==> config.mk <==
export PLATFORM = sky130hd
export DESIGN_NAME = cos_top
export DESIGN_NICKNAME = d
export VERILOG_FILES = /design/src/cos_pkg.sv /design/src/cos_top.sv
export VERILOG_INCLUDE_DIRS = /design/src
export SDC_FILE = /design/constraint.sdc
export NUM_CORES = 1
export LEC_CHECK = 0
export BUFFER_PORTS_ARGS = -buffer_cell sky130_fd_sc_hd__buf_2
export CAP_MARGIN = 20
export CORE_ASPECT_RATIO = 1.75
export CORE_UTILIZATION = 40
export DETAILED_ROUTE_END_ITERATION = 10
export PLACE_DENSITY = 0.67
export SYNTH_ARGS = -nofsm -noshare
export SYNTH_HDL_FRONTEND = slang
export SYNTH_SLANG_ARGS = --single-unit
==> constraint.sdc <==
create_clock -name core_clk -period 7.88 [get_ports core_clk]
set_input_delay 0.788 -clock core_clk [delete_from_list [all_inputs] [get_ports core_clk]]
set_output_delay 0.788 -clock core_clk [all_outputs]
set_load 0.01 [all_outputs]
==> src/cos_regs.svh <==
// Register offsets, field positions and reset values of the contact output selector.
`ifndef COS_REGS_SVH
`define COS_REGS_SVH

`define COS_ADDR_W        8
`define COS_DATA_W        32
`define COS_NUM_OUT       3
`define COS_NUM_ALARM     36

`define COS_CFG_BASE      8'h00
`define COS_ALM_BASE      8'h0C
`define COS_STAT_ADDR     8'h18
`define COS_OUT_STRIDE    8'h04

`define COS_SRC_LSB       0
`define COS_SRC_MSB       3
`define COS_POL_BIT       4
`define COS_ALM_LSB       0
`define COS_ALM_MSB       5

`define COS_ALM_MIN       6'h01
`define COS_ALM_MAX       6'h24
`define COS_ALM_RST       6'h01

`define COS_SRC_RST0      4'h1
`define COS_SRC_RST1      4'h2
`define COS_SRC_RST2      4'h6
`define COS_POL_RST0      1'b0
`define COS_POL_RST1      1'b0
`define COS_POL_RST2      1'b1

`define COS_STAT_OUT_LSB  0
`define COS_STAT_SRC_LSB  8

`endif

==> src/cos_pkg.sv <==
// Types shared by the contact output selector.
`default_nettype none
package cos_pkg;

	typedef enum logic [3:0] {
		COS_SRC_NONE        = 4'h0,
		COS_SRC_RUNNING     = 4'h1,
		COS_SRC_REMOTE      = 4'h2,
		COS_SRC_READY       = 4'h3,
		stop_alarm_source   = 4'h4,
		COS_SRC_CONT_ALARM  = 4'h5,
		COS_SRC_ANY_ALARM   = 4'h6,
		COS_SRC_SEL_ALARM   = 4'h7,
		COS_SRC_RUN_TIMER   = 4'h8,
		stop_timer_armed_source = 4'h9,
		COS_SRC_PWR_RECOVER = 4'hA,
		COS_SRC_ANTIFREEZE  = 4'hB,
		input_one_passthrough = 4'hC,
		COS_SRC_INPUT_TWO   = 4'hD,
		COS_SRC_FILLING     = 4'hE
	} cos_src_e;

	typedef struct packed {
		logic running;
		logic remote;
		logic ready;
		logic run_timer_armed;
		logic stop_timer_armed;
		logic pwr_recover_en;
		logic antifreeze_en;
		logic contact_in1;
		logic contact_in2;
		logic filling;
	} cos_status_s;

	typedef struct packed {
		logic     normally_closed;
		cos_src_e src;
	} cos_cfg_s;

endpackage
`default_nettype wire

==> src/cos_top.sv <==
// Contact output selector: routes status sources onto three relay contacts.
`timescale 1ns/1ps
`include "cos_regs.svh"
`default_nettype none

// Register map; every word sits on a four-byte step.
//   0x00  Contact 1 settings: bits 3:0 source code, bit 4 closed type.
//   0x04  Contact 2 settings, laid out as for contact 1.
//   0x08  Contact 3 settings, laid out as for contact 1.
//   0x0C  Contact 1 alarm number in bits 5:0, from 1 to 36.
//   0x10  Contact 2 alarm number, laid out as for contact 1.
//   0x14  Contact 3 alarm number, laid out as for contact 1.
//   0x18  Read-only status: bits 2:0 contacts, bits 10:8 raw sources.
// Other addresses ignore writes and read back as zero.
//
// Source codes, shared by all three contacts:
//   0x0  No source; the contact stays open in either type.
//   0x1  Unit operating.
//   0x2  Remote control in force.
//   0x3  Temperature ready.
//   0x4  An alarm of the stopping class is present.
//   0x5  An alarm of the continuing class is present.
//   0x6  Any alarm is present.
//   0x7  The alarm whose number is stored for this contact.
//   0x8  Run timer armed.
//   0x9  Stop timer armed.
//   0xA  Power-failure recovery enabled.
//   0xB  Anti-freezing protection enabled.
//   0xC  Contact input 1 passed through.
//   0xD  Contact input 2 passed through.
//   0xE  Automatic fluid filling running.
//   0xF  Refused; a write carrying it keeps the old source.
//
// Reset values: contact 1 follows the run state, open type; contact 2
// follows remote control, open type; contact 3 follows any alarm,
// closed type, so it closes from the first edge after reset when no
// alarm is present. Every alarm number starts at 1.
//
// A write lands at its strobe edge and reaches the pin one edge later.
// Read data stand only in the cycle after the strobe and are zero
// otherwise, so several readers can share an OR-combined bus.
// The contacts are registered so the relay drivers never see the
// glitches of the source multiplexer.
//
// An alarm number is kept while its contact follows another source,
// so returning to the selected-alarm source restores the last choice.
// The trade-off is that software cannot check the hidden number
// before it switches the source back.
//
// Bit k of the alarm inputs stands for alarm number k+1; the class
// input is 1 for an alarm that stops the unit and 0 for one that
// lets it continue. The class bit is ignored while its alarm is absent.
//
// The status word shows the raw source levels before the polarity
// is applied, so software can tell a closed-type contact at rest
// from one whose source has dropped.

module cos_top #(
	parameter int NUM_ALARM = `COS_NUM_ALARM
) (
	input  wire logic                        core_clk,
	input  wire logic                        resetn,
	// Register port.
	input  wire logic [`COS_ADDR_W-1:0]      reg_addr,
	input  wire logic [`COS_DATA_W-1:0]      reg_wdata,
	input  wire logic                        reg_wr,
	input  wire logic                        reg_rd,
	output logic      [`COS_DATA_W-1:0]      reg_rdata,
	// Status levels, alarms and relay contacts.
	input  wire cos_pkg::cos_status_s        status_in,
	input  wire logic [NUM_ALARM-1:0]        alarm_active,
	input  wire logic [NUM_ALARM-1:0]        alarm_stop_class,
	output logic      [`COS_NUM_OUT-1:0]     contact_out
);

	// Reset choices per contact, indexed by contact number minus one.
	// Contact 3 alone starts with the closed type.
	localparam logic [3:0] SRC_RST [`COS_NUM_OUT] = '{
		`COS_SRC_RST0, `COS_SRC_RST1, `COS_SRC_RST2
	};
	localparam logic POL_RST [`COS_NUM_OUT] = '{
		`COS_POL_RST0, `COS_POL_RST1, `COS_POL_RST2
	};

	logic [`COS_DATA_W-1:0]        cfg_word_q [`COS_NUM_OUT];
	logic [`COS_DATA_W-1:0]        alm_word_q [`COS_NUM_OUT];
	logic [`COS_NUM_OUT-1:0]       cfg_sel_w;
	logic [`COS_NUM_OUT-1:0]       alm_sel_w;
	logic [NUM_ALARM-1:0]          stop_hit_w;
	logic [NUM_ALARM-1:0]          cont_hit_w;
	logic [`COS_NUM_OUT-1:0]       level_w;
	logic [`COS_NUM_OUT-1:0]       src_w;
	logic                          stop_alarm_w;
	logic                          cont_alarm_w;
	logic                          any_alarm_w;
	logic [`COS_DATA_W-1:0]        rdata_nxt;
	logic [`COS_DATA_W-1:0]        reg_rdata_r;
	logic [`COS_NUM_OUT-1:0]       contact_r;

	// Alarm class summaries shared by every output. An alarm counts
	// only while it is present; its class bit alone does nothing.
	genvar ai;
	generate
		for (ai = 0; ai < NUM_ALARM; ai++) begin : g_alarm
			// Each present alarm falls into exactly one class.
			assign stop_hit_w[ai] = alarm_active[ai] & alarm_stop_class[ai];
			assign cont_hit_w[ai] = alarm_active[ai] & ~alarm_stop_class[ai];
		end
	endgenerate
	assign stop_alarm_w = |stop_hit_w;
	assign cont_alarm_w = |cont_hit_w;
	assign any_alarm_w  = |alarm_active;

	// One slice per contact; the slices share the bus, the status inputs and the alarm summaries.
	genvar gi;
	generate
		for (gi = 0; gi < `COS_NUM_OUT; gi++) begin : g_out
			localparam logic [`COS_ADDR_W-1:0] CFG_ADDR =
				`COS_ADDR_W'(`COS_CFG_BASE + gi * `COS_OUT_STRIDE);
			localparam logic [`COS_ADDR_W-1:0] ALM_ADDR =
				`COS_ADDR_W'(`COS_ALM_BASE + gi * `COS_OUT_STRIDE);

			cos_pkg::cos_cfg_s     cfg_r;
			logic [`COS_ALM_MSB:0] alm_r;
			logic [`COS_ALM_MSB:0] alm_wr;
			logic                  sel_alarm_w;
			logic                  src_level;
			logic                  level_bit;
			logic                  cfg_hit_w;
			logic                  alm_hit_w;
			logic                  src_ok_w;
			logic                  alm_ok_w;
			logic [`COS_DATA_W-1:0] cfg_word;
			logic [`COS_DATA_W-1:0] alm_word;

			assign alm_wr = reg_wdata[`COS_ALM_MSB:`COS_ALM_LSB];
			assign sel_alarm_w =
				(cfg_r.src == cos_pkg::COS_SRC_SEL_ALARM);

			// Write decode for the two words of this contact.
			assign cfg_hit_w = reg_wr && (reg_addr == CFG_ADDR);
			assign alm_hit_w = reg_wr && (reg_addr == ALM_ADDR);

			// Code 0xF names no source, so such a write keeps the old
			// source; the polarity bit of the same word still lands.
			assign src_ok_w = (reg_wdata[`COS_SRC_MSB:`COS_SRC_LSB] <=
			                   cos_pkg::COS_SRC_FILLING);

			// Numbers outside the alarm range are dropped, not clamped,
			// so a mistyped value never points at a neighbouring alarm.
			// The number is writable only while this contact follows
			// the selected alarm.
			assign alm_ok_w = sel_alarm_w &&
				alm_wr >= `COS_ALM_MIN &&
				alm_wr <= `COS_ALM_MAX;

			// Unknown source codes are refused so the selector never
			// holds a value that no table entry describes.
			always_ff @(posedge core_clk or negedge resetn) begin
				if (!resetn) begin
					cfg_r.src <= cos_pkg::cos_src_e'(SRC_RST[gi]);
					cfg_r.normally_closed <= POL_RST[gi];
				end else if (cfg_hit_w) begin
					cfg_r.normally_closed <= reg_wdata[`COS_POL_BIT];
					if (src_ok_w) begin
						cfg_r.src <= cos_pkg::cos_src_e'(
							reg_wdata[`COS_SRC_MSB:`COS_SRC_LSB]);
					end
				end
			end

			// The alarm number keeps its value while hidden, so switching
			// back to the selected-alarm source restores the last choice.
			always_ff @(posedge core_clk or negedge resetn) begin
				if (!resetn) begin
					alm_r <= `COS_ALM_RST;
				end else if (alm_hit_w && alm_ok_w) begin
					alm_r <= alm_wr;
				end
			end

			always_comb begin
				case (cfg_r.src)
					cos_pkg::COS_SRC_NONE: begin
						src_level = 1'b0;
					end
					cos_pkg::COS_SRC_RUNNING: begin
						src_level = status_in.running;
					end
					cos_pkg::COS_SRC_REMOTE: begin
						src_level = status_in.remote;
					end
					cos_pkg::COS_SRC_READY: begin
						src_level = status_in.ready;
					end
					cos_pkg::stop_alarm_source: begin
						src_level = stop_alarm_w;
					end
					cos_pkg::COS_SRC_CONT_ALARM: begin
						src_level = cont_alarm_w;
					end
					cos_pkg::COS_SRC_ANY_ALARM: begin
						src_level = any_alarm_w;
					end
					// The stored number is never below 1, so the
					// index stays inside the alarm vector.
					cos_pkg::COS_SRC_SEL_ALARM: begin
						src_level = alarm_active[alm_r - 6'h01];
					end
					cos_pkg::COS_SRC_RUN_TIMER: begin
						src_level = status_in.run_timer_armed;
					end
					cos_pkg::stop_timer_armed_source: begin
						src_level = status_in.stop_timer_armed;
					end
					cos_pkg::COS_SRC_PWR_RECOVER: begin
						src_level = status_in.pwr_recover_en;
					end
					cos_pkg::COS_SRC_ANTIFREEZE: begin
						src_level = status_in.antifreeze_en;
					end
					cos_pkg::input_one_passthrough: begin
						src_level = status_in.contact_in1;
					end
					cos_pkg::COS_SRC_INPUT_TWO: begin
						src_level = status_in.contact_in2;
					end
					cos_pkg::COS_SRC_FILLING: begin
						src_level = status_in.filling;
					end
					default: begin
						src_level = 1'b0;
					end
				endcase
			end

			// With no source the contact stays inactive in either
			// polarity, so an unused relay never closes on its own.
			// The closed type is applied after the multiplexer, so every
			// source shares the same path to the pin.
			always_comb begin
				if (cfg_r.src == cos_pkg::COS_SRC_NONE) begin
					level_bit = 1'b0;
				end else if (cfg_r.normally_closed) begin
					level_bit = ~src_level;
				end else begin
					level_bit = src_level;
				end
			end
			assign level_w[gi] = level_bit;
			assign src_w[gi] = src_level;

			// Read words of this contact. The alarm word reads as zero
			// while the number is hidden behind another source.
			always_comb begin
				cfg_word = '0;
				cfg_word[`COS_SRC_MSB:`COS_SRC_LSB] = cfg_r.src;
				cfg_word[`COS_POL_BIT] = cfg_r.normally_closed;
			end

			always_comb begin
				alm_word = '0;
				if (sel_alarm_w) begin
					alm_word[`COS_ALM_MSB:`COS_ALM_LSB] = alm_r;
				end
			end

			assign cfg_word_q[gi] = cfg_word;
			assign alm_word_q[gi] = alm_word;
			assign cfg_sel_w[gi]  = (reg_addr == CFG_ADDR);
			assign alm_sel_w[gi]  = (reg_addr == ALM_ADDR);
		end
	endgenerate

	// One register for all three contacts keeps their edges aligned,
	// so equipment that reads them together never sees a mixed state.
	always_ff @(posedge core_clk or negedge resetn) begin
		if (!resetn) begin
			contact_r <= '0;
		end else begin
			contact_r <= level_w;
		end
	end

	// Read decode. Only one address can match, so the order of the
	// chain decides nothing; an unmatched address leaves zero.
	always_comb begin
		rdata_nxt = '0;
		if (reg_addr == `COS_STAT_ADDR) begin
			rdata_nxt[`COS_STAT_OUT_LSB +: `COS_NUM_OUT] = contact_r;
			rdata_nxt[`COS_STAT_SRC_LSB +: `COS_NUM_OUT] = src_w;
		end else begin
			for (int i = 0; i < `COS_NUM_OUT; i++) begin
				if (cfg_sel_w[i]) begin
					rdata_nxt = cfg_word_q[i];
				end else if (alm_sel_w[i]) begin
					rdata_nxt = alm_word_q[i];
				end
			end
		end
	end

	// Read data stand only in the cycle after the strobe. Clearing
	// them afterwards lets a checker see stray data at once.
	always_ff @(posedge core_clk or negedge resetn) begin
		if (!resetn) begin
			reg_rdata_r <= '0;
		end else if (reg_rd) begin
			reg_rdata_r <= rdata_nxt;
		end else begin
			reg_rdata_r <= '0;
		end
	end

	assign reg_rdata   = reg_rdata_r;
	assign contact_out = contact_r;

endmodule // cos_top

`default_nettype wire

==> flow_metrics.py <==
metrics = {
    "worst_setup_path": {
        "arrival_ns": 3.78,
        "startpoint_type": "flip-flop",
        "rr_startpoint": "g_out[2].alm_r[0]",
        "setup.worst_path.end_class": "flip-flop",
        "required_ns": 8.09,
        "cp_max_fo": 13,
        "crit_type": "flip-flop to flip-flop",
        "r2r_cells": 9,
        "rrSetupSlack_ns": 4.31,
        "r2r_end": "contact_out[2]",
    },
    "floorplan": {
        "die_x_um": 81.4,
        "dieArea_um2": 11500,
        "io_pins": 161,
        "die_y_um": 141,
        "rows": 50,
        "initial_core_util_pct": 41.3,
        "coreArea_um2": 10700,
    },
    "clock_network": {
        "postCtsHoldBufs": 0,
        "insertion_delay_ns": 0.29,
        "numCtsBuffers": 5,
        "htreeDepth": 2,
        "post-cts-setup-buffer-count": 0,
        "cts_sinks": 45,
        "path_clk_slew_ns": 0.06,
        "root_buffer": "clkbuf_16",
        "cts_tree": "yes",
        "post_cts_resized": 0,
        "cts_buffer_depth": 2,
    },
    "layout": {
        "most-common-layout-cells": "111 x buf_2, 38 x inv_1, 37 x dfrtp_1",
        "fill_cells": 1032,
        "nets": 688,
        "drive_gt1_share_pct": 32.6,
        "final_common_cell": "buf_2",
        "diodes": 0,
        "fin_area_um2": 5110,
        "fin_cells": 689,
        "multi_input_area_um2": 2940,
        "final-seq-area_um2": 1140,
        "area_growth_pct": 15.8,
    },
    "logic_synthesis": {
        "synth-compound-area-share_pct": 19.3,
        "yosysSeqAreaShare_pct": 25.7,
        "synth_area_um2": 4410,
        "synth_edf_count": 0,
        "synth_cell_type_count": 58,
        "synthCells": 463,
        "synthSimpleGateAreaFrac_pct": 17.8,
        "async_flop_share_pct": 100,
        "synth_top_family_by_area": "multiplexers",
        "synth_seq_cells": 45,
        "synth_flop_cell": "dfrtp_1",
        "synth_area_per_cell_um2": 9.53,
        "yosys_warnings": 0,
        "synthMuxAreaShare_pct": 24.8,
        "synth_fa_ha_area_share_pct": 0.851,
        "yosys.area_share.xor_xnor_pct": 1.98,
    },
    "drt": {
        "avgViaCountPerCell": 6.47,
        "ant_nets": 0,
        "drt_wl_total_um": 15700,
        "via_count": 4459,
        "drcViolationCount": 0,
        "dr.pass1.iters": 5,
        "drtIter0Drc": 394,
        "wl_per_cell_um": 22.8,
    },
    "sta": {
        "fin_ws_ns": 4.31,
        "setup_viol": 0,
        "slew_viol_final": 0,
        "fmax_mhz": 280,
        "rsz0062_at_grt": "false",
        "fin_skew_ns": 0.00692,
        "finalHoldViolations": 0,
        "fin_tns_setup_ns": 0,
        "fin_crit_sh_pct": 45.3,
        "tightestPinTransition_ns": 1.01,
        "min_period_ns": 3.57,
        "maxSlewHeadroom_pct": 32.3,
    },
    "global_routing": {
        "grt_max_degree": 46,
        "overflow": 0,
        "grt_first_pass_wirelength_um": 23400,
        "grt_usage_pct": 28.1,
        "antenna_found_initial": 0,
        "grt_pass1_vias": 4261,
    },
    "status": {
        "outcome": "finished, final reports clean",
    },
    "placement": {
        "port_buffers": 111,
        "routabilityCongestion": 0.967,
        "dp.cells": 680,
        "placed_cell_area_um2": 4950,
        "dp_slack_ns": 4.30,
        "place_hpwl_um": 12600,
    },
    "min_path": {
        "min_path_type": "input pin to asynchronous set/reset pin",
    },
    "power_and_ir_drop": {
        "p_leak_nw": 2.26,
        "power.density_nw_per_um2": 117,
        "total_power_w": 0.000597,
        "peakVddDrop_uv": 71.1,
    },
    "job": {
        "maxCapViolCount": 0,
    },
}
flip-flops by register name, summed over array words and instances (netlist names):
name         count
cfg_word_q      15
g_out.alm_r     18
reg_rdata        9
contact_out      3
cell usage after synthesis, drive strengths merged (2+ instances only):
master | instances | area [um2]
dfstp | 8 | 210
nor4 | 20 | 131
nor2 | 18 | 67.6
inv | 38 | 143
nand4b | 3 | 26.3
or4bb | 2 | 22.5
mux2 | 25 | 282
a31oi | 17 | 106
xor2 | 4 | 35.0
nand3 | 4 | 20.0
or3 | 3 | 18.8
a22o | 5 | 43.8
nor3 | 13 | 65.1
mux2i | 17 | 170
mux4 | 28 | 642
o311a | 2 | 20.0
o31ai | 2 | 15.0
nand2b | 14 | 87.6
nor2b | 4 | 25.0
a21oi | 4 | 20.0
nand3b | 4 | 30.0
o22a | 9 | 78.8
o21ai | 9 | 45.0
nand4 | 7 | 43.8
clkbuf | 21 | 78.8
or4 | 7 | 56.3
o41ai | 5 | 43.8
nor3b | 6 | 45.0
a22oi | 22 | 165
a222oi | 4 | 40.0
o2111ai | 5 | 43.8
nor4b | 3 | 26.3
o22ai | 14 | 87.6
nand2 | 21 | 78.8
ha | 3 | 37.5
a221oi | 4 | 35.0
o211ai | 4 | 30.0
buf | 27 | 199
o2111a | 2 | 22.5
dfrtp | 37 | 926
xnor2 | 6 | 52.6
power by group:
group / total [W] / switching [W] / internal (W)
Combinational: 0.000139 / 0.0000773 / 0.0000621
Sequential: 0.000258 / 0.0000180 / 0.000240
Clock: 0.000199 / 0.0000835 / 0.000115
worst max-delay path by stage:
stage,from,end,slack [ns],cells past startpoint
4_1_cts,g_out[2].alm_r[0],contact_out[2],4.30,9
2_1_floorplan,g_out[0].alm_r[0],contact_out[0],4.75,10
3_3_place_gp,g_out[2].alm_r[0],contact_out[2],4.41,9
3_5_place_dp,g_out[2].alm_r[0],contact_out[2],4.30,9
5_1_grt,g_out[2].alm_r[0],contact_out[2],4.09,9
6_report,g_out[2].alm_r[0],contact_out[2],4.31,9
per-layer routing:
layer,track usage (%),routed length (um)
met5,0,0
met2,50.7,8340
met3,1.88,799
met4,25.0,1460
met1,27.4,5100
worst max-delay path, cell delays in order, from the launching register on:
cell,delay [ns]
dfstp_2,0.77
inv_1,0.11
ha_1,0.25
xor2_1,0.67
mux4_2,0.60
mux2i_1,0.13
o21ai_0,0.08
and3b_1,0.21
nor4_1,0.43
mux2i_1,0.23
layout make-up:
| cell class | instances | share of cell area, % |
|---|---|---|
| multi-input cells | 354 | 57.5 |
| flip-flops and latches | 45 | 22.2 |
| repair buffers | 115 | 11.7 |
| well taps | 130 | 3.18 |
| inverters | 38 | 2.79 |
| clock buffers | 6 | 2.52 |
| clock inverters | 1 | 0.0979 |
cell families after synthesis:
| kind of cell | count (synthesis) |
|---|---|
| simple gates | 134 |
| flops | 45 |
| mux | 70 |
| compound gates | 114 |
| buf+inv | 86 |
| fa+ha+maj | 3 |
| other cells | 1 |
| xor+xnor | 10 |
per-stage QoR:
stage	util [%]	hold slack [ns]
2_1_floorplan	-	0.466
3_3_place_gp	46.3	0.493
3_5_place_dp	46.3	0.497
4_1_cts	47.5	0.504
5_1_grt	47.8	0.324
6_report	47.8	0.316
(Power assumes the default switching activity.)
